--- config.mk ---
export PLATFORM = sky130hd
export DESIGN_NAME = tarfag_filter
export DESIGN_NICKNAME = d
export VERILOG_FILES = /design/src/tarfag_pkg.sv /design/src/tarfag_filter.sv
export SDC_FILE = /design/constraint.sdc
export NUM_CORES = 1
export LEC_CHECK = 0
export BUFFER_PORTS_ARGS = -buffer_cell sky130_fd_sc_hd__buf_2
export CAP_MARGIN = 40
export CELL_PAD_IN_SITES_DETAIL_PLACEMENT = 0
export CELL_PAD_IN_SITES_GLOBAL_PLACEMENT = 1
export CORE_UTILIZATION = 45
export CTS_BUF_LIST = sky130_fd_sc_hd__clkbuf_4
export CTS_CLUSTER_DIAMETER = 30
export DETAILED_ROUTE_END_ITERATION = 7
export PLACE_DENSITY = 0.7
export SETUP_SLACK_MARGIN = 0.4
export SYNTH_ARGS = -nofsm -noshare
export SYNTH_HDL_FRONTEND = slang
export SYNTH_SLANG_ARGS = --single-unit
--- constraint.sdc ---
create_clock -name clk_sys -period 14.3 [get_ports clk_sys]
set_input_delay 2.145 -clock clk_sys [delete_from_list [all_inputs] [get_ports clk_sys]]
set_output_delay 2.145 -clock clk_sys [all_outputs]
set_load 0.05 [all_outputs]
--- src/tarfag_pkg.sv ---
package tarfag_pkg;
   // ------------------------------------------------------------
   // register map and fields
   // ------------------------------------------------------------
   localparam logic [7:0]  ADDR_CTRL1   = 8'h01;
   localparam logic [7:0]  ADDR_CTRL2   = 8'h02;
   localparam logic [7:0]  ADDR_CTRL3   = 8'h03;
   localparam logic [7:0]  ADDR_UPPER   = 8'h04;
   localparam logic [7:0]  ADDR_LOWER   = 8'h05;
   localparam logic [7:0]  ADDR_RESULT  = 8'h0C;
   localparam logic [15:0] CTRL1_RST    = 16'h0000;
   localparam logic [15:0] CTRL2_RST    = 16'h4040;
   localparam logic [15:0] CTRL3_RST    = 16'h0000;
   localparam logic [15:0] LIMIT_RST    = 16'h0000;
   // control 1
   localparam int C1_ALARM_SEL = 15;
   localparam int C1_CHAN_HI   = 14;
   localparam int C1_CHAN_LO   = 12;
   // control 2
   localparam int C2_PIN_GPIO  = 13;
   localparam int C2_GPIO_DATA = 12;
   localparam int C2_GPIO_DIR  = 11;
   localparam int C2_POL       = 10;
   localparam int C2_MEAN_HI   = 8;
   localparam int C2_MEAN_LO   = 7;
   localparam int C2_RANK_HI   = 6;
   localparam int C2_RANK_LO   = 5;
   // control 3
   localparam int C3_GPIO_MASK = 12;
   localparam int C3_HI_EN     = 9;
   localparam int C3_LO_EN     = 8;
   localparam int C3_HI_STAT   = 1;
   localparam int C3_LO_STAT   = 0;
   localparam logic [2:0] CHAN_BATT = 3'h2;
   localparam logic [2:0] CHAN_AUX  = 3'h3;
   // ------------------------------------------------------------
   // timing
   // ------------------------------------------------------------
   localparam int CLK_PERIOD_NS = 50;
   localparam int SORT_TIME_NS  = 2000;
   localparam int SORT_CYCLES   = SORT_TIME_NS / CLK_PERIOD_NS;
   localparam int MAX_SAMPLES   = 16;

   typedef struct packed {
      logic        done;
      logic [11:0] data;
   } tarfag_adc_t;

   typedef enum logic [4:0] {
      ST_IDLE = 5'h01,
      ST_CONV = 5'h02,
      ST_SORT = 5'h04,
      ST_SUM  = 5'h08,
      ST_DONE = 5'h10
   } tarfag_state_t;
endpackage

--- src/tarfag_filter.sv ---
`timescale 1ns/10ps
// Notes on behaviour
// - rank window code 00 off, 01 four, 10 eight, 11 sixteen samples.
// - window larger than mean count: samples kept sorted ascending, smallest first, largest last.
// - mean count code 00 two, 01 four, 10 eight, 11 sixteen.
// - window larger than mean count: average the centre group of sorted samples.
// - result register takes only the finished mean, never partial values.
// - both codes zero: one conversion passed through unfiltered.
// - window equal to mean count: no sorting, mean of all samples.
// - each sorted insertion costs about two microseconds extra.
// - channel address 011 selects auxiliary, 010 selects battery.
// - pin function bit picks I/O or analog; I/O bits inert while analog.
// - auxiliary and battery results share one result register.
// - battery divider powered only while the battery input is sampled.
// - each auxiliary or battery result is checked against upper and lower limits.
// - separate sticky status bits for upper and lower violations.
// - limit status drives the interrupt pin in alarm mode, gated by enables.
// - direction 0 drives the pin from data; direction 1 reads pin into data.
// - polarity 1 keeps levels, polarity 0 inverts both ways.
// - alert mask 0 lets the I/O pin interrupt, 1 blocks it.
// - I/O interrupt only as input with data set and interrupt enabled.
// - I/O interrupt holds until pin input or I/O enable bit changes.
// - no sorting time when the rank window is off.
module tarfag_filter (
   input  wire logic                 clk_sys,
   input  wire logic                 sys_rst,
   input  wire logic                 reg_wr,
   input  wire logic                 reg_rd,
   input  wire logic [7:0]           reg_addr,
   input  wire logic [15:0]          reg_wdata,
   output logic      [15:0]          reg_rdata,
   input  wire logic                 conv_start,
   output logic                      adc_req,
   output logic      [2:0]           adc_chan,
   input  wire tarfag_pkg::tarfag_adc_t adc_ret,
   output logic                      result_done,
   output logic                      batt_div_en,
   output logic                      aux_analog_sel,
   input  wire logic                 gpio_in,
   output logic                      gpio_out,
   output logic                      gpio_oe,
   output logic                      shared_irq_pin_n
);
   // ------------------------------------------------------------
   // state
   // ------------------------------------------------------------
   logic [15:0] ctrl1_reg, ctrl1_next, ctrl2_reg, ctrl2_next, ctrl3_reg, ctrl3_next;
   logic [15:0] upper_reg, upper_next, lower_reg, lower_next, result_reg, result_next;
   logic [15:0] rdata_reg, rdata_next;
   tarfag_pkg::tarfag_state_t state_reg, state_next;
   logic [11:0] arr_reg [tarfag_pkg::MAX_SAMPLES];
   logic [11:0] arr_next [tarfag_pkg::MAX_SAMPLES];
   logic [4:0]  cnt_reg, cnt_next, idx_reg, idx_next;
   logic [5:0]  wait_reg, wait_next;
   logic [15:0] sum_reg, sum_next;
   logic        req_reg, req_next, done_reg, done_next, batt_reg, batt_next;
   logic [2:0]  sync_reg;
   logic        gpio_irq_reg, gpio_irq_next, pin_seen_reg, pin_seen_next;
   logic        en_seen_reg, en_seen_next, irq_n_reg, irq_n_next;
   logic        out_reg, out_next, oe_reg, oe_next, ana_reg, ana_next;

   // ------------------------------------------------------------
   // filter sizing
   // ------------------------------------------------------------
   logic [1:0]  rank_code, mean_code;
   logic [2:0]  n_log, a_log;
   logic [4:0]  n_tot, a_tot, first_idx;
   logic        do_sort, aux_batt, pin_lvl;
   logic [15:0] mean_val;

   always_comb begin
      rank_code = ctrl2_reg[tarfag_pkg::C2_RANK_HI:tarfag_pkg::C2_RANK_LO];
      mean_code = ctrl2_reg[tarfag_pkg::C2_MEAN_HI:tarfag_pkg::C2_MEAN_LO];
      a_log = 3'(mean_code) + 3'h1;
      if (rank_code == 2'h0) begin
         // window off: single pass-through when mean code is also zero
         n_log = (mean_code == 2'h0) ? 3'h0 : a_log;
         if (mean_code == 2'h0) begin
            a_log = 3'h0;
         end
      end else begin
         n_log = 3'(rank_code) + 3'h1;
      end
      // unsupported window below mean count is clamped, never overruns
      if (a_log > n_log) begin
         a_log = n_log;
      end
      n_tot     = 5'(1 << n_log);
      a_tot     = 5'(1 << a_log);
      first_idx = 5'((n_tot - a_tot) >> 1);
      do_sort   = (rank_code != 2'h0) && (n_log != a_log);
      mean_val  = sum_reg >> a_log;
      aux_batt  = (ctrl1_reg[tarfag_pkg::C1_CHAN_HI:tarfag_pkg::C1_CHAN_LO]
                   == tarfag_pkg::CHAN_AUX) ||
                  (ctrl1_reg[tarfag_pkg::C1_CHAN_HI:tarfag_pkg::C1_CHAN_LO]
                   == tarfag_pkg::CHAN_BATT);
   end

   // ------------------------------------------------------------
   // conversion, ranking and averaging
   // ------------------------------------------------------------
   logic keep [tarfag_pkg::MAX_SAMPLES];
   always_comb begin
      state_next  = state_reg;
      cnt_next    = cnt_reg;
      idx_next    = idx_reg;
      wait_next   = wait_reg;
      sum_next    = sum_reg;
      req_next    = 1'b0;
      done_next   = 1'b0;
      result_next = result_reg;
      for (int i = 0; i < tarfag_pkg::MAX_SAMPLES; i++) begin
         arr_next[i] = arr_reg[i];
         keep[i]     = (5'(i) < cnt_reg) && (arr_reg[i] <= adc_ret.data);
      end
      case (state_reg)
         tarfag_pkg::ST_IDLE: begin
            if (conv_start) begin
               cnt_next   = 5'h0;
               req_next   = 1'b1;
               state_next = tarfag_pkg::ST_CONV;
            end
         end
         tarfag_pkg::ST_CONV: begin
            if (adc_ret.done) begin
               if (do_sort) begin
                  // insertion keeps the array ascending
                  for (int i = 0; i < tarfag_pkg::MAX_SAMPLES; i++) begin
                     if (!keep[i]) begin
                        arr_next[i] = (i == 0 || keep[i > 0 ? i - 1 : 0]) ?
                                      adc_ret.data : arr_reg[i > 0 ? i - 1 : 0];
                     end
                  end
                  wait_next  = 6'(tarfag_pkg::SORT_CYCLES);
                  state_next = tarfag_pkg::ST_SORT;
               end else begin
                  arr_next[cnt_reg[3:0]] = adc_ret.data;
                  state_next = tarfag_pkg::ST_SORT;
                  wait_next  = 6'h0;
               end
               cnt_next = cnt_reg + 5'h1;
            end
         end
         tarfag_pkg::ST_SORT: begin
            if (wait_reg > 6'h1) begin
               wait_next = wait_reg - 6'h1;
            end else if (cnt_reg >= n_tot) begin
               idx_next   = first_idx;
               sum_next   = 16'h0;
               state_next = tarfag_pkg::ST_SUM;
            end else begin
               req_next   = 1'b1;
               state_next = tarfag_pkg::ST_CONV;
            end
         end
         tarfag_pkg::ST_SUM: begin
            sum_next = sum_reg + 16'(arr_reg[idx_reg[3:0]]);
            idx_next = idx_reg + 5'h1;
            if (idx_reg + 5'h1 >= first_idx + a_tot) begin
               state_next = tarfag_pkg::ST_DONE;
            end
         end
         tarfag_pkg::ST_DONE: begin
            // only the finished mean reaches the result register
            if (aux_batt) begin
               result_next = mean_val;
            end
            done_next  = 1'b1;
            state_next = tarfag_pkg::ST_IDLE;
         end
         default: state_next = tarfag_pkg::ST_IDLE;
      endcase
      // divider on only while a battery sample is being taken
      batt_next = (state_next == tarfag_pkg::ST_CONV) && !ctrl2_reg[tarfag_pkg::C2_PIN_GPIO] &&
                  (ctrl1_reg[tarfag_pkg::C1_CHAN_HI:tarfag_pkg::C1_CHAN_LO]
                   == tarfag_pkg::CHAN_BATT);
   end

   // ------------------------------------------------------------
   // registers, limits and pin
   // ------------------------------------------------------------
   logic hi_evt, lo_evt, alarm;
   always_comb begin
      ctrl1_next = ctrl1_reg;
      ctrl2_next = ctrl2_reg;
      ctrl3_next = ctrl3_reg;
      upper_next = upper_reg;
      lower_next = lower_reg;
      rdata_next = rdata_reg;
      pin_lvl    = sync_reg[2];
      hi_evt = (state_reg == tarfag_pkg::ST_DONE) && aux_batt && (mean_val > upper_reg);
      lo_evt = (state_reg == tarfag_pkg::ST_DONE) && aux_batt && (mean_val < lower_reg);
      if (reg_wr) begin
         if (reg_addr == tarfag_pkg::ADDR_CTRL1) begin
            ctrl1_next = reg_wdata;
         end else if (reg_addr == tarfag_pkg::ADDR_CTRL2) begin
            ctrl2_next = reg_wdata;
            if (ctrl2_reg[tarfag_pkg::C2_GPIO_DIR]) begin
               ctrl2_next[tarfag_pkg::C2_GPIO_DATA] = ctrl2_reg[tarfag_pkg::C2_GPIO_DATA];
            end
         end else if (reg_addr == tarfag_pkg::ADDR_CTRL3) begin
            // status bits clear by writing one
            ctrl3_next = reg_wdata & ~16'h0003;
            ctrl3_next[1:0] = ctrl3_reg[1:0] & ~reg_wdata[1:0];
         end else if (reg_addr == tarfag_pkg::ADDR_UPPER) begin
            upper_next = reg_wdata;
         end else if (reg_addr == tarfag_pkg::ADDR_LOWER) begin
            lower_next = reg_wdata;
         end
      end
      // hardware set wins over a same-cycle clear
      if (hi_evt) ctrl3_next[tarfag_pkg::C3_HI_STAT] = 1'b1;
      if (lo_evt) ctrl3_next[tarfag_pkg::C3_LO_STAT] = 1'b1;
      if (ctrl2_reg[tarfag_pkg::C2_PIN_GPIO] && ctrl2_reg[tarfag_pkg::C2_GPIO_DIR]) begin
         ctrl2_next[tarfag_pkg::C2_GPIO_DATA] =
            ctrl2_reg[tarfag_pkg::C2_POL] ? pin_lvl : !pin_lvl;
      end
      if (reg_rd) begin
         if (reg_addr == tarfag_pkg::ADDR_CTRL1) begin
            rdata_next = ctrl1_reg;
         end else if (reg_addr == tarfag_pkg::ADDR_CTRL2) begin
            rdata_next = ctrl2_reg;
         end else if (reg_addr == tarfag_pkg::ADDR_CTRL3) begin
            rdata_next = ctrl3_reg;
         end else if (reg_addr == tarfag_pkg::ADDR_UPPER) begin
            rdata_next = upper_reg;
         end else if (reg_addr == tarfag_pkg::ADDR_LOWER) begin
            rdata_next = lower_reg;
         end else if (reg_addr == tarfag_pkg::ADDR_RESULT) begin
            rdata_next = result_reg;
         end else begin
            rdata_next = 16'h0000;
         end
      end
      // pin drivers: inert while the pin is analog
      ana_next = !ctrl2_reg[tarfag_pkg::C2_PIN_GPIO];
      oe_next  = ctrl2_reg[tarfag_pkg::C2_PIN_GPIO] && !ctrl2_reg[tarfag_pkg::C2_GPIO_DIR];
      out_next = oe_next && (ctrl2_reg[tarfag_pkg::C2_POL] ?
                 ctrl2_reg[tarfag_pkg::C2_GPIO_DATA] : !ctrl2_reg[tarfag_pkg::C2_GPIO_DATA]);
      // latched pin interrupt released by a pin or enable change
      pin_seen_next = pin_lvl;
      en_seen_next  = ctrl2_reg[tarfag_pkg::C2_PIN_GPIO];
      gpio_irq_next = gpio_irq_reg;
      if ((pin_lvl != pin_seen_reg) || (ctrl2_reg[tarfag_pkg::C2_PIN_GPIO] != en_seen_reg)) begin
         gpio_irq_next = 1'b0;
      end else if (ctrl2_reg[tarfag_pkg::C2_PIN_GPIO] && ctrl2_reg[tarfag_pkg::C2_GPIO_DIR] &&
                   ctrl2_reg[tarfag_pkg::C2_GPIO_DATA] && !ctrl3_reg[tarfag_pkg::C3_GPIO_MASK] &&
                   ctrl1_reg[tarfag_pkg::C1_ALARM_SEL]) begin
         gpio_irq_next = 1'b1;
      end
      alarm = ctrl1_reg[tarfag_pkg::C1_ALARM_SEL] &&
              ((ctrl3_reg[tarfag_pkg::C3_HI_STAT] && ctrl3_reg[tarfag_pkg::C3_HI_EN]) ||
               (ctrl3_reg[tarfag_pkg::C3_LO_STAT] && ctrl3_reg[tarfag_pkg::C3_LO_EN]));
      irq_n_next = !(alarm || gpio_irq_reg);
   end

   always_ff @(posedge clk_sys or posedge sys_rst) begin
      if (sys_rst) begin
         state_reg <= tarfag_pkg::ST_IDLE;
         for (int i = 0; i < tarfag_pkg::MAX_SAMPLES; i++) begin
            arr_reg[i] <= 12'h000;
         end
         cnt_reg      <= 5'h0;
         idx_reg      <= 5'h0;
         wait_reg     <= 6'h0;
         sum_reg      <= 16'h0000;
         req_reg      <= 1'b0;
         done_reg     <= 1'b0;
         batt_reg     <= 1'b0;
         result_reg   <= tarfag_pkg::LIMIT_RST;
         ctrl1_reg    <= tarfag_pkg::CTRL1_RST;
         ctrl2_reg    <= tarfag_pkg::CTRL2_RST;
         ctrl3_reg    <= tarfag_pkg::CTRL3_RST;
         upper_reg    <= tarfag_pkg::LIMIT_RST;
         lower_reg    <= tarfag_pkg::LIMIT_RST;
         rdata_reg    <= 16'h0000;
         sync_reg     <= 3'h0;
         pin_seen_reg <= 1'b0;
         en_seen_reg  <= 1'b0;
         gpio_irq_reg <= 1'b0;
         irq_n_reg    <= 1'b1;
         out_reg      <= 1'b0;
         oe_reg       <= 1'b0;
         ana_reg      <= 1'b1;
      end else begin
         state_reg    <= state_next;
         arr_reg      <= arr_next;
         cnt_reg      <= cnt_next;
         idx_reg      <= idx_next;
         wait_reg     <= wait_next;
         sum_reg      <= sum_next;
         req_reg      <= req_next;
         done_reg     <= done_next;
         batt_reg     <= batt_next;
         result_reg   <= result_next;
         ctrl1_reg    <= ctrl1_next;
         ctrl2_reg    <= ctrl2_next;
         ctrl3_reg    <= ctrl3_next;
         upper_reg    <= upper_next;
         lower_reg    <= lower_next;
         rdata_reg    <= rdata_next;
         sync_reg     <= {sync_reg[1:0], gpio_in};
         // a pin change counts once the second and third stages agree
         if (sync_reg[1] == sync_reg[2]) begin
            pin_seen_reg <= pin_seen_next;
         end
         en_seen_reg  <= en_seen_next;
         gpio_irq_reg <= gpio_irq_next;
         irq_n_reg    <= irq_n_next;
         out_reg      <= out_next;
         oe_reg       <= oe_next;
         ana_reg      <= ana_next;
      end
   end

   assign reg_rdata        = rdata_reg;
   assign adc_req          = req_reg;
   assign adc_chan         = ctrl1_reg[tarfag_pkg::C1_CHAN_HI:tarfag_pkg::C1_CHAN_LO];
   assign result_done      = done_reg;
   assign batt_div_en      = batt_reg;
   assign aux_analog_sel   = ana_reg;
   assign gpio_out         = out_reg;
   assign gpio_oe          = oe_reg;
   assign shared_irq_pin_n = irq_n_reg;
endmodule

# After elaboration in Yosys (flattened, before gate mapping)
# Index checks and enable logic that the tools add are counted.
[classes] order_cmp=41 n_reduce_logical=83 muxes=87 n_shift=3 eq_ne=45 add_sub_neg=8 bitwise=8
[op_table] cell="12-bit two-way mux" count=34
[op_table] cell="192-bit bitwise mux" count=1
[op_table] cell="12-bit <= comparator" count=16
[op_table] cell="192-bit two-way mux" count=1
[op_table] cell="16-bit two-way mux" count=8
[op_table] cell="3-bit AND reduction" count=20
[op_table] cell="2-bit != test (second input constant)" count=25
[op_table] cell="12-bit binary-select mux with 4-bit select" count=1
[op_table] cell="12-bit demux with 4-bit select" count=1
[op_table] cell="4-bit by 5-bit < comparator with 1-bit output (first input constant)" count=8
[op_table] cell="5-bit two-way mux" count=8
[op_table] cell="13-bit two-way mux" count=3
[op_table] cell="1-bit logical AND" count=32
[op_table] cell="16-bit case mux with 2 select lines" count=1
[op_table] cell="2-bit nonzero test" count=11
[op_table] cell="3-bit by 5-bit < comparator with 1-bit output (first input constant)" count=4
[op_table] cell="5-bit case mux with 2 select lines" count=2
[op_table] cell="5-bit case mux with 4 select lines" count=1
[op_table] cell="6-bit two-way mux" count=3
[op_table] cell="16-bit by 12-bit adder with 16-bit output" count=1
[op_table] cell="8-bit by 2-bit equality test with 1-bit output (second input constant)" count=2
[op_table] cell="8-bit by 3-bit equality test with 1-bit output (second input constant)" count=2
[op_table] cell="16-bit > comparator" count=1
[op_table] cell="16-bit < comparator" count=1
[op_table] cell="43 further kinds" count=88
[totals] register_bits=354 input_bits=43 elab_cells=317

# Depth between registers and ports, before layout
# Gate-level depths: netlist of run 1.
[depth] depth_word=14 mapped_depth=28 depth_no_buf=27

# Worst setup path after synthesis of run 1
# Ideal clock, no wire load.
[synth_timing] kind="register -> register" start="reg ctrl2_reg[7]" end="reg batt_reg (netlist: batt_div_en)" path_buffers=1 setup_ns=0.101 required_ns=14.199 path_slack_ns=8.833 path_stages_with_launch=26 arrival_ns=5.366 cell_sequence="dfrtp_1 inv_1 ha_1 mux2_2 inv_1 ha_1 nor2b_1 o21ai_1 a32oi_4 mux2i_1 clkbuf_1 nand2_1 or3_1 fa_1 a21o_1 a21oi_1 xor2_1 xnor2_1 ha_1 xnor2_1 ha_1 nor2b_1 o21ai_0 nand2b_1 and2_1 nor4_1"
[synth_via] elab_chain_cells=14 word_cells_on_any_way=20 cone_classes="3 x add/sub; 3 x order compare; 1 x eq/ne; 2 x shift; 8 x mux; 3 x reduce/logical"
[synth_rtl] element="start, declared" line_no="tarfag_filter.sv:47" rtl="logic [15:0] ctrl1_reg, ctrl1_next, ctrl2_reg, ctrl2_next, ctrl3_reg, ctrl3_next;"
[synth_rtl] element="start signal, assigned" line_no="tarfag_filter.sv:272" rtl="ctrl2_reg <= tarfag_pkg::CTRL2_RST;"
[synth_rtl] element="start signal, assigned" line_no="tarfag_filter.sv:297" rtl="ctrl2_reg <= ctrl2_next;"
[synth_rtl] element="2-bit by 1-bit adder with 3-bit output / 2-bit logical NOT (equally long branches)" line_no="tarfag_filter.sv:74, tarfag_filter.sv:77, tarfag_filter.sv:78"
[synth_rtl] element="3-bit two-way mux" line_no="tarfag_filter.sv:77, tarfag_filter.sv:78"
[synth_rtl] element="3-bit two-way mux" line_no="tarfag_filter.sv:75" rtl="if (rank_code == 2'h0) begin"
[synth_rtl] element="3-bit > comparator" line_no="tarfag_filter.sv:85" rtl="if (a_log > n_log) begin"
[synth_rtl] element="3-bit two-way mux" line_no="tarfag_filter.sv:85"
[synth_rtl] element="1-bit by 3-bit left shift with 5-bit output" line_no="tarfag_filter.sv:89" rtl="a_tot = 5'(1 << a_log);"
[synth_rtl] element="5-bit subtractor" line_no="tarfag_filter.sv:90" rtl="first_idx = 5'((n_tot - a_tot) >> 1);"
[synth_rtl] element="4-bit by 5-bit adder with 5-bit output *" line_no="tarfag_filter.sv:159" rtl="if (idx_reg + 5'h1 >= first_idx + a_tot) begin"
[synth_rtl] element="5-bit >= comparator *" line_no="tarfag_filter.sv:159"
[synth_rtl] element="5-bit two-way mux *" line_no="tarfag_filter.sv:159"
[synth_rtl] element="5-bit case mux with 4 select lines *" line_no="tarfag_filter.sv:116" rtl="case (state_reg)"
[synth_rtl] element="named net state_next[4]" line_no="tarfag_filter.sv:50" rtl="tarfag_pkg::tarfag_state_t state_reg, state_next;"
[synth_rtl] element="5-bit by 2-bit equality test with 1-bit output *" line_no="tarfag_filter.sv:174" rtl="batt_next = (state_next == tarfag_pkg::ST_CONV) && !ctrl2_reg[tarfag_pkg::C2_PIN_GPIO] &&"
[synth_rtl] element="1-bit logical AND * (2 in a row)" line_no="tarfag_filter.sv:174"
[synth_rtl] element="named net batt_next" line_no="tarfag_filter.sv:56" rtl="logic req_reg, req_next, done_reg, done_next, batt_reg, batt_next;"
[synth_rtl] element="end signal, assigned" line_no="tarfag_filter.sv:294" rtl="batt_reg <= batt_next;"
[synth_rtl] element="end, declared" line_no="tarfag_filter.sv:56"
# Mark *: on every way through the listed nets, which the timed path passes. The rest lies on a longest branch.
# A chain may end at the register's enable or synchronous reset.

# Worst setup path after layout of run 1
# Ends and elaborated chain as after synthesis.

==> metrics.md, run 1 <==
| Metric | Value |
|---|---|
| Outcome | `finished clean` |
| Placer Congestion | `0.932` |
| DRC violations left | `0` |
| Global routing usage on met1 | `0.343` |
| Fin. Hold Viols | `0` |
| R2r setup slk | `7.89 ns` |
| Clk sink count | `354` |
| Layout filler cell count | `5179` |
| GR Layer Usage met3 | `0.0519` |
| Yosys warns | `0` |
| DIE AREA | `57900 µm²` |
| Cell Rows | `87` |
| Fin crit share | `0.448` |
| DP Area | `26800 µm²` |
| Top cell type by total area after synthesis | `dfrtp_1` |
| EDFF count, synth | `0` |
| Mapped Cells | `2498` |
| Critical path's slowest cell | `mux2i_1` |
| WL/cell | `23.9 µm` |
| Core Area | `56300 µm²` |
| Routed via count | `20700` |
| I/O pin count | `69` |
| Vias in the first global route | `21100` |
| RSZ-0062 raised after global routing | `false` |
| CP cell instances | `inv_1, ha_1, mux2_2, inv_1, ha_1, nor2b_1, o21ai_1, a32oi_4, mux2i_1, nand2_1, or3_1, fa_1, a21o_1, a21oi_1, xor2_1, xnor2_1, ha_1, xnor2_1, ha_1, nor2b_1, o21ai_0, nand2b_1, and2_1, nor4_1` |
| Min Clock Period, post-route | `6.41 ns` |
| Mapped Avg Cell Area | `10.2 µm²` |
| Syn nets | `2813` |
| Max_slew headroom | `0.279` |
| Pin count of the biggest net entering global routing | `176` |
| CTS max path bufs | `3` |
| Dpl cells | `3237` |
| Overall power | `0.00344 W` |
| Syn Std Cell Area | `25600 µm²` |
| Hold Path Depth | `0` |
| Htree depth | `3` |
| Worst skew pair latency | `0.93 ns` |
| Setup_tns | `0 ns` |
| GRT Util Overall | `0.289` |
| Drt total wl | `82400 µm` |
| Total grt overflow | `0` |
| Max Cap Violations | `0` |
| Final instance area | `28300 µm²` |
| Crit path kind | `reg2reg` |
| FF-to-FF Start | `ctrl2_reg[7]` |
| Data arrival, critical path | `7.20 ns` |
| Crit path capture type | `flip-flop` |
| Number of distinct library cells after synthesis | `76` |
| Bufs and invs on worst path | `2` |
| Largest cells by area after synthesis | `dfrtp_1 34%, ha_1 13%, mux2i_1 8.6%` |
| Total iterations of the first detailed-routing run | `5` |
| Starting Density | `0.455` |
| Async SR Flop Fraction | `1.00` |
| Flop and latch count out of synthesis | `354` |
| Hold Startpoint | `sync_reg[0]` |
| Max FFs per register | `192` |
| Die Ht | `241 µm` |
| Share of the synthesized area in the top cell type | `0.341` |
| Most frequent CP cell | `ha_1` |
| Root Driver | `clkbuf_4` |
| Worst setup SP type | `flip-flop` |
| Hold path endpoint | `sync_reg[1]` |
| First-pass GRT wire length | `126000 µm` |
| Initial antenna violation count | `5` |
| Total clock buffers created by CTS | `112` |
| Post-DP HPWL | `59100 µm` |
| Hold crit path type | `reg2reg` |
| 1st-iter DRT viols | `1299` |
| Pins over their slew limit | `0` |
| Largest stage delay on the critical path | `0.78 ns` |
| Most common cell in the netlist | `dfrtp_1` |
| Fin nets | `2911` |
| Final Setup Violations | `0` |
| Share of layout cells above drive strength 1 | `0.208` |
| Port Buffers | `68` |
| Leak | `14.2 nW` |
| Die X | `241 µm` |
| PostCTS Resize Cnt | `0` |
| Pwr/cell area | `121 nW/µm²` |
| Crit path max-delay family | `adder cells` |
| Sequential fraction of the synthesis area | `0.346` |
| Required time worst endpoint | `15.09 ns` |
| CTS tree | `built` |
| Reg-to-reg critical path endpoint | `batt_div_en` |
| Worst Clk Skew | `0.0517 ns` |
| VDD IR-drop max | `0.0620 mV` |
| Post-route ant nets | `0` |
| # hold bufs at CTS | `0` |
| Worst-path clk slew | `0.06 ns` |
| Met2 Use GR | `0.501` |
| Vias per Instance | `5.98` |
| Top cells by count, synth | `349 x dfrtp_1, 269 x ha_1, 220 x mux2i_1` |
| Non-filler instance count after layout | `3452` |
| Worst-Margin Slew | `1.08 ns` |
| Leading register cell type out of synthesis | `dfrtp_1` |
| Gr busiest metal | `met2` |
| Worst reg2reg path depth | `24` |
| Achievable frequency | `156 MHz` |
| Worst-path maximum fanout | `11` |
| Area Overhead vs Synth | `10.7%` |
| Number of setup buffers added after CTS | `0` |
## worst register-to-register path, stage by stage, from the launching register on
cell	delay (ns)
dfrtp_1	0.48
inv_1	0.12
ha_1	0.40
mux2_2	0.25
inv_1	0.09
ha_1	0.34
nor2b_1	0.15
o21ai_1	0.10
a32oi_4	0.34
mux2i_1	0.78
nand2_1	0.23
or3_1	0.42
fa_1	0.41
a21o_1	0.18
a21oi_1	0.17
xor2_1	0.19
xnor2_1	0.17
ha_1	0.29
xnor2_1	0.14
ha_1	0.27
nor2b_1	0.13
o21ai_0	0.15
nand2b_1	0.10
and2_1	0.18
nor4_1	0.23
## worst max path at each step
stage	startpoint	endpoint	slack, ns	cells after the start
2_1_floorplan	sys_rst	adc_req	2.34	1
4_1_cts	ctrl2_reg[7]	batt_div_en	7.90	24
6_report	ctrl2_reg[7]	batt_div_en	7.89	24
3_5_place_dp	ctrl2_reg[7]	batt_div_en	7.95	24
3_3_place_gp	ctrl2_reg[7]	batt_div_en	8.13	24
5_1_grt	ctrl2_reg[7]	batt_div_en	7.43	24
## per-layer routing
layer  routed length (µm)  up-vias  share of wire
met4                 4290        4          0.052
met3                 4260      263          0.052
met1                33200    10200           0.40
li1                     -     9443              -
met2                40600      705           0.49
met5                   29        -        0.00035
## kinds of logic (layout without fill, tap and decap cells)
| kind of cell | after synthesis | count (layout) | share of synthesized area |
|---|---|---|---|
| simple gates | 529 | 529 | 0.0974 |
| mux | 438 | 438 | 0.212 |
| flops | 354 | 354 | 0.346 |
| fa+ha+maj | 273 | 273 | 0.134 |
| compound gates | 568 | 568 | 0.148 |
| buf+inv | 306 | 496 | 0.0514 |
| other cells | 0 | 8 | 0 |
| xor+xnor | 30 | 30 | 0.0106 |
## area by class of cell
cell class / instances / area [µm²] / area share
Multi-Input combinational cell: 1838 / 15500 / 0.546
Inverter: 165 / 627 / 0.0221
Clock buffer: 159 / 1190 / 0.0421
Tap cell: 756 / 946 / 0.0334
Clock inverter: 47 / 314 / 0.0111
Timing Repair Buffer: 125 / 905 / 0.0319
Antenna cell: 8 / 20.0 / 0.000707
Sequential cell: 354 / 8870 / 0.313
## through the flow
stage	hold slack [ns]	setup slack, ns	utilization
3_3_place_gp	0.344	8.13	0.471
5_1_grt	0.364	7.43	0.503
6_report	0.348	7.89	0.503
3_5_place_dp	0.347	7.95	0.476
4_1_cts	0.351	7.90	0.503
2_1_floorplan	0.331	2.34	-
## cell usage in the layout, fill, tap and decap left out, drive strengths merged, types with 60 or more instances in the layout
| cell | netlist | final |
|---|---|---|
| mux2i | 220 | 220 |
| ha | 269 | 269 |
| mux4 | 62 | 62 |
| a22o | 60 | 60 |
| dfrtp | 349 | 349 |
| nand2 | 196 | 196 |
| nor2 | 116 | 116 |
| clkbuf | 82 | 159 |
| mux2 | 156 | 156 |
| a21oi | 165 | 165 |
| inv | 165 | 166 |
| buf | 59 | 125 |
| a21o | 69 | 69 |
| o21ai | 96 | 96 |
## report_power, final
part	internal [W]	total, W	switching, W
sequential	0.00108	0.00120	0.000113
clock	0.000586	0.00109	0.000501
combinational	0.000482	0.00116	0.000674
total	0.00215	0.00344	0.00129
Power figures use the tool's default switching activity.
==> run 2: changes to the inputs <==
==> constraint.sdc (replaced) <==
create_clock -name clk_sys -period 6.2 [get_ports clk_sys]
set_input_delay 0.93 -clock clk_sys [delete_from_list [all_inputs] [get_ports clk_sys]]
set_output_delay 0.93 -clock clk_sys [all_outputs]
set_load 0.05 [all_outputs]
==> run 2 against run 1 <==
  * Clock-buffer cell count down 3
  * Routed wire length up 1.5%
  * Critical path depth up 1
  * Final cell count up 0.58%
  * Clock power up 110%
  * Register-to-register slack worse by 7.2 ns
  * Design area up 0.58%
  * Power up 130%
  * Highest routed layer unchanged
==> metrics.md, run 2 (synthesis results as in run 1) <==
| Metric | Value |
|---|---|
| WL/cell | `24.1 µm` |
| Worst setup SP type | `flip-flop` |
| Drt total wl | `83600 µm` |
| Cell Rows | `87` |
| Htree depth | `3` |
| I/O pin count | `69` |
| Pins over their slew limit | `0` |
| DP Area | `26900 µm²` |
| Leak | `14.3 nW` |
| Required time worst endpoint | `7.01 ns` |
| R2r setup slk | `0.73 ns` |
| Fin nets | `2935` |
| Pwr/cell area | `275 nW/µm²` |
| Setup_tns | `0 ns` |
| Core Area | `56300 µm²` |
| First-pass GRT wire length | `127000 µm` |
| Routed via count | `20700` |
| DIE AREA | `57900 µm²` |
| Starting Density | `0.455` |
| Vias in the first global route | `21400` |
| Worst Clk Skew | `0.0321 ns` |
| Placer Congestion | `0.926` |
| Outcome | `finished clean` |
| Dpl cells | `3252` |
| Max_slew headroom | `0.370` |
| Post-DP HPWL | `60500 µm` |
| Root Driver | `clkbuf_4` |
| Max Cap Violations | `0` |
| Worst-path clk slew | `0.07 ns` |
| Area Overhead vs Synth | `11.3%` |
| Total grt overflow | `0` |
| Die Ht | `241 µm` |
| Hold path endpoint | `sync_reg[0]` |
| Pin count of the biggest net entering global routing | `137` |
| Max FFs per register | `192` |
| Min Clock Period, post-route | `5.47 ns` |
| Total iterations of the first detailed-routing run | `5` |
| Worst skew pair latency | `0.91 ns` |
| Worst reg2reg path depth | `25` |
| Non-filler instance count after layout | `3472` |
| Final instance area | `28500 µm²` |
| FF-to-FF Start | `ctrl2_reg[6]` |
| Crit path capture type | `flip-flop` |
| Port Buffers | `68` |
| Fin. Hold Viols | `0` |
| Hold crit path type | `in2reg` |
| Total clock buffers created by CTS | `113` |
| Worst-Margin Slew | `0.946 ns` |
| Clk sink count | `354` |
| Achievable frequency | `183 MHz` |
| VDD IR-drop max | `0.126 mV` |
| Hold Startpoint | `gpio_in` |
| Worst-path maximum fanout | `4` |
| Final Setup Violations | `0` |
| Final Worst Setup Slack | `0.729 ns` |
| Commonest cells after routing, fill and taps aside | `347 x dfrtp_1, 267 x ha_1, 217 x mux2i_1` |
| Overall power | `0.00783 W` |
| Fin crit share | `0.882` |
| Post-route ant nets | `0` |
| GRT Util Overall | `0.293` |
| Reg-to-reg critical path endpoint | `batt_div_en` |
| RSZ-0062 raised after global routing | `false` |
| Hold Path Depth | `1` |
| Setup WS pre-CTS | `0.283 ns` |
| DRC violations left | `0` |
| CTS max path bufs | `3` |
| Share of layout cells above drive strength 1 | `0.218` |
| Die X | `241 µm` |
| Crit path kind | `reg2reg` |
| Data arrival, critical path | `6.28 ns` |
| Initial antenna violation count | `7` |
| CTS tree | `built` |
| Most common cell after layout, fill and taps aside | `dfrtp_1` |
| 1st-iter DRT viols | `1383` |
| Vias per Instance | `5.95` |
## run 2: worst max path at each step
stage,slack (ns),from,to,cells past startpoint
floorplan,0.53,sys_rst,adc_req,1
global placement,0.44,ctrl2_reg[6],batt_div_en,28
detailed placement,0.28,ctrl2_reg[8],batt_div_en,25
CTS,0.41,ctrl2_reg[6],batt_div_en,25
global route,0.40,ctrl2_reg[6],batt_div_en,25
finish,0.73,ctrl2_reg[6],batt_div_en,25
## run 2: area by class of cell
type	instances	area [µm²]
Antenna cell	5	12.5
Clock buffer	156	1170
Clock inverter	50	236
Fill cell	5207	27800
Inverter	165	623
Multi-Input combinational cell	1838	15500
Sequential cell	354	8870
Tap cell	756	946
Timing Repair Buffer	148	1100
## run 2: metrics by stage
step / hold slack, ns / utilization
CTS: 0.0798 / 0.504
global placement: 0.346 / 0.473
global route: 0.0954 / 0.506
detailed placement: 0.369 / 0.478
floorplan: 0.331 / -
finish: 0.157 / 0.506
## run 2: per-layer routing
metal  track usage  vias to the layer above  share of wire  wire length [µm]
li1              -                     9505              -                 -
met1         0.339                    10200           0.39             32300
met2         0.510                      714           0.50             41800
met3        0.0637                      250          0.062              5160
met4         0.149                        6          0.052              4380
met5             0                        -        0.00071                59
## run 2: report_power, final
part	switching (W)	internal, W	leakage, nW	total [W]
Clock	0.00115	0.00117	0.847	0.00232
Combinational	0.00156	0.00116	9.13	0.00272
Sequential	0.000287	0.00250	4.28	0.00279
Total	0.00299	0.00484	14.3	0.00783
## run 2: worst max-delay path, stage by stage, from the launching register on
cell	delay, ns
dfstp_2	0.55
inv_1	0.05
ha_1	0.29
mux2_4	0.31
inv_2	0.10
ha_4	0.15
nor2b_4	0.14
o21ai_2	0.07
a32oi_4	0.25
buf_4	0.18
mux2i_2	0.24
nand2_2	0.11
or3_4	0.39
fa_2	0.36
a21o_1	0.17
a21oi_1	0.17
xor2_1	0.19
xnor2_1	0.11
ha_1	0.37
xnor2_2	0.15
ha_1	0.28
nor2b_1	0.13
o21ai_1	0.12
nand2b_1	0.10
and2_1	0.19
nor4_2	0.19
## run 2: timing repair
action / in CTS / in global routing
buffers inserted: 4 / 4
gates cloned: 0 / 0
gates resized for setup: 3 / 20
setup endpoints to repair: 2 / 3
hold endpoints to repair: 7 / 0
hold buffers: 1 / 0
pin swaps: 1 / 6
==> run 3: changes to the inputs <==
--- a/config.mk
+++ b/config.mk
@@ -7,7 +7,7 @@
 export LEC_CHECK = 0
 export BUFFER_PORTS_ARGS = -buffer_cell sky130_fd_sc_hd__buf_2
 export CAP_MARGIN = 40
-export CELL_PAD_IN_SITES_DETAIL_PLACEMENT = 0
+export CELL_PAD_IN_SITES_DETAIL_PLACEMENT = 1
 export CELL_PAD_IN_SITES_GLOBAL_PLACEMENT = 1
 export CORE_UTILIZATION = 45
 export CTS_BUF_LIST = sky130_fd_sc_hd__clkbuf_4
==> run 3 against run 2 <==
  * Clock power increased by 3%
  * Worst hold slack improved by 0.022 ns
  * Global-route usage up 2.3 points
  * Final cell count increased by 0.32%
  * Combinational power is 2% higher
  * Clock skew increased by 0.034 ns
  * Register-to-register slack worse by 0.07 ns
  * Core utilization increased by 0.12 points
  * Highest routed layer unchanged
==> metrics.md, run 3 (synthesis results as in run 1) <==
| Metric | Value |
|---|---|
| GRT Util Overall | `0.317` |
| Worst setup SP type | `flip-flop` |
| Fin crit share | `0.894` |
| Critical path endpoint | `batt_div_en` |
| Leak | `14.3 nW` |
| Metal2 WL | `45000 µm` |
| R2r setup slk | `0.66 ns` |
| Port Buffers | `68` |
| Fin nets | `2944` |
| Met3 wire length | `4660 µm` |
| Setup_tns | `0 ns` |
| Vias per Instance | `6.13` |
| Min Clock Period, post-route | `5.54 ns` |
| DR top layer | `met5` |
| Met1 wire length | `34300 µm` |
| Pins over their slew limit | `0` |
| I/O pin count | `69` |
| DIE AREA | `57900 µm²` |
| VDD IR-drop max | `0.166 mV` |
| Initial antenna violation count | `9` |
| Worst-path maximum fanout | `5` |
| Vias in the first global route | `23400` |
| Starting Density | `0.455` |
| Crit path kind | `reg2reg` |
| Pin count of the biggest net entering global routing | `137` |
| Total iterations of the first detailed-routing run | `7` |
| Htree depth | `3` |
| Layout filler cell count | `6360` |
| Reg-to-reg critical path endpoint | `batt_div_en` |
| Clk sink count | `354` |
| Total clock buffers created by CTS | `118` |
| Achievable frequency | `180 MHz` |
| 1st-iter DRT viols | `1164` |
| Total grt overflow | `0` |
| CTS max path bufs | `3` |
| Outcome | `finished clean` |
| Crit path capture type | `flip-flop` |
| Routed via count | `21400` |
| First-pass GRT wire length | `138000 µm` |
| Die X | `241 µm` |
| Root Driver | `clkbuf_4` |
| Worst Clk Skew | `0.0664 ns` |
| FF-to-FF Start | `ctrl2_reg[6]` |
| Final Setup Violations | `0` |
| RSZ-0062 raised after global routing | `false` |
| Max Cap Violations | `0` |
| Post-DP HPWL | `65200 µm` |
| Hold Startpoint | `gpio_in` |
| Critical Path Start | `ctrl2_reg[6]` |
| Layout Utilization | `0.508` |
| Overall power | `0.00797 W` |
| Share of layout cells above drive strength 1 | `0.219` |
| Worst-Margin Slew | `0.998 ns` |
| Area Overhead vs Synth | `11.6%` |
| Die Ht | `241 µm` |
| Most common cell after layout, fill and taps aside | `dfrtp_1` |
| CTS tree | `built` |
| DRC violations left | `0` |
| Hold crit path type | `in2reg` |
| Max FFs per register | `192` |
| Dpl cells | `3252` |
| Fin. Hold Viols | `0` |
| Drt total wl | `89500 µm` |
| Pwr/cell area | `279 nW/µm²` |
| Placer Congestion | `0.926` |
| Max_slew headroom | `0.335` |
| Worst reg2reg path depth | `26` |
| Worst skew pair latency | `0.94 ns` |
| Post-route ant nets | `0` |
| Non-filler instance count after layout | `3483` |
| Cell Rows | `87` |
| Required time worst endpoint | `7.00 ns` |
| Core Area | `56300 µm²` |
| Worst-path clk slew | `0.06 ns` |
| WL/cell | `25.7 µm` |
| Commonest cells after routing, fill and taps aside | `346 x dfrtp_1, 266 x ha_1, 217 x mux2i_1` |
| Data arrival, critical path | `6.34 ns` |
-- run 3: how the worst min path moves through the flow --
stage,endpoint,cells after the start
6_report,sync_reg[0],1
4_1_cts,sync_reg[0],1
3_5_place_dp,sync_reg[1],0
2_1_floorplan,sync_reg[1],0
3_3_place_gp,sync_reg[1],0
5_1_grt,sync_reg[0],1
-- run 3: routing by layer --
layer,up-vias,track usage
met1,10800,0.352
met3,330,0.0615
met2,698,0.551
met5,-,0
met4,6,0.208
li1,9513,-
-- run 3: area by class of cell --
class,instances,area (µm²),share of cell area
Antenna cell,6,15.0,0.000526
Clock buffer,153,1150,0.0402
Clock inverter,59,292,0.0102
Inverter,165,623,0.0218
Multi-Input combinational cell,1838,15500,0.544
Sequential cell,354,8870,0.311
Tap cell,756,946,0.0331
Timing Repair Buffer,152,1130,0.0394
-- run 3: repair_timing --
action                                  CTS  global route
hold buffers                              1             0
pin swaps                                 1             5
resized for setup                         8            12
hold endpoints to repair                  7             0
endpoints found under the setup margin    2             3
setup buffers                             2             9
-- run 3: through the flow --
step,instance area (µm²),hold slack [ns],worst slack [ns]
floorplan,25600,0.331,0.532
finish,28600,0.179,0.658
global route,28600,0.103,0.390
CTS,28400,0.0989,0.412
detailed placement,26900,0.369,0.188
global placement,26600,0.346,0.438
-- run 3: power by group --
part,switching (W),total (W),internal [W],leakage [nW]
clock network,0.00119,0.00240,0.00120,0.868
logic,0.00161,0.00278,0.00117,9.14
registers,0.000293,0.00279,0.00250,4.28
total,0.00310,0.00797,0.00487,14.3
-- run 3: worst max-delay path, cell delays in order, from the launching register on --
cell and delay (ns):
dfstp_2 0.55, inv_1 0.06, ha_1 0.23, and2_1 0.20
nor2_4 0.18, inv_1 0.08, ha_1 0.23, nor2b_2 0.13
o21ai_2 0.09, a32oi_4 0.20, buf_4 0.19, mux2i_2 0.23
nand2_1 0.12, or3_1 0.40, fa_2 0.38, a21o_1 0.17
a21oi_1 0.17, xor2_1 0.19, xnor2_1 0.17, ha_1 0.29
a21oi_1 0.18, xor2_1 0.17, ha_1 0.24, o21ai_1 0.08
nand2b_1 0.09, and2_1 0.18, nor4_1 0.21
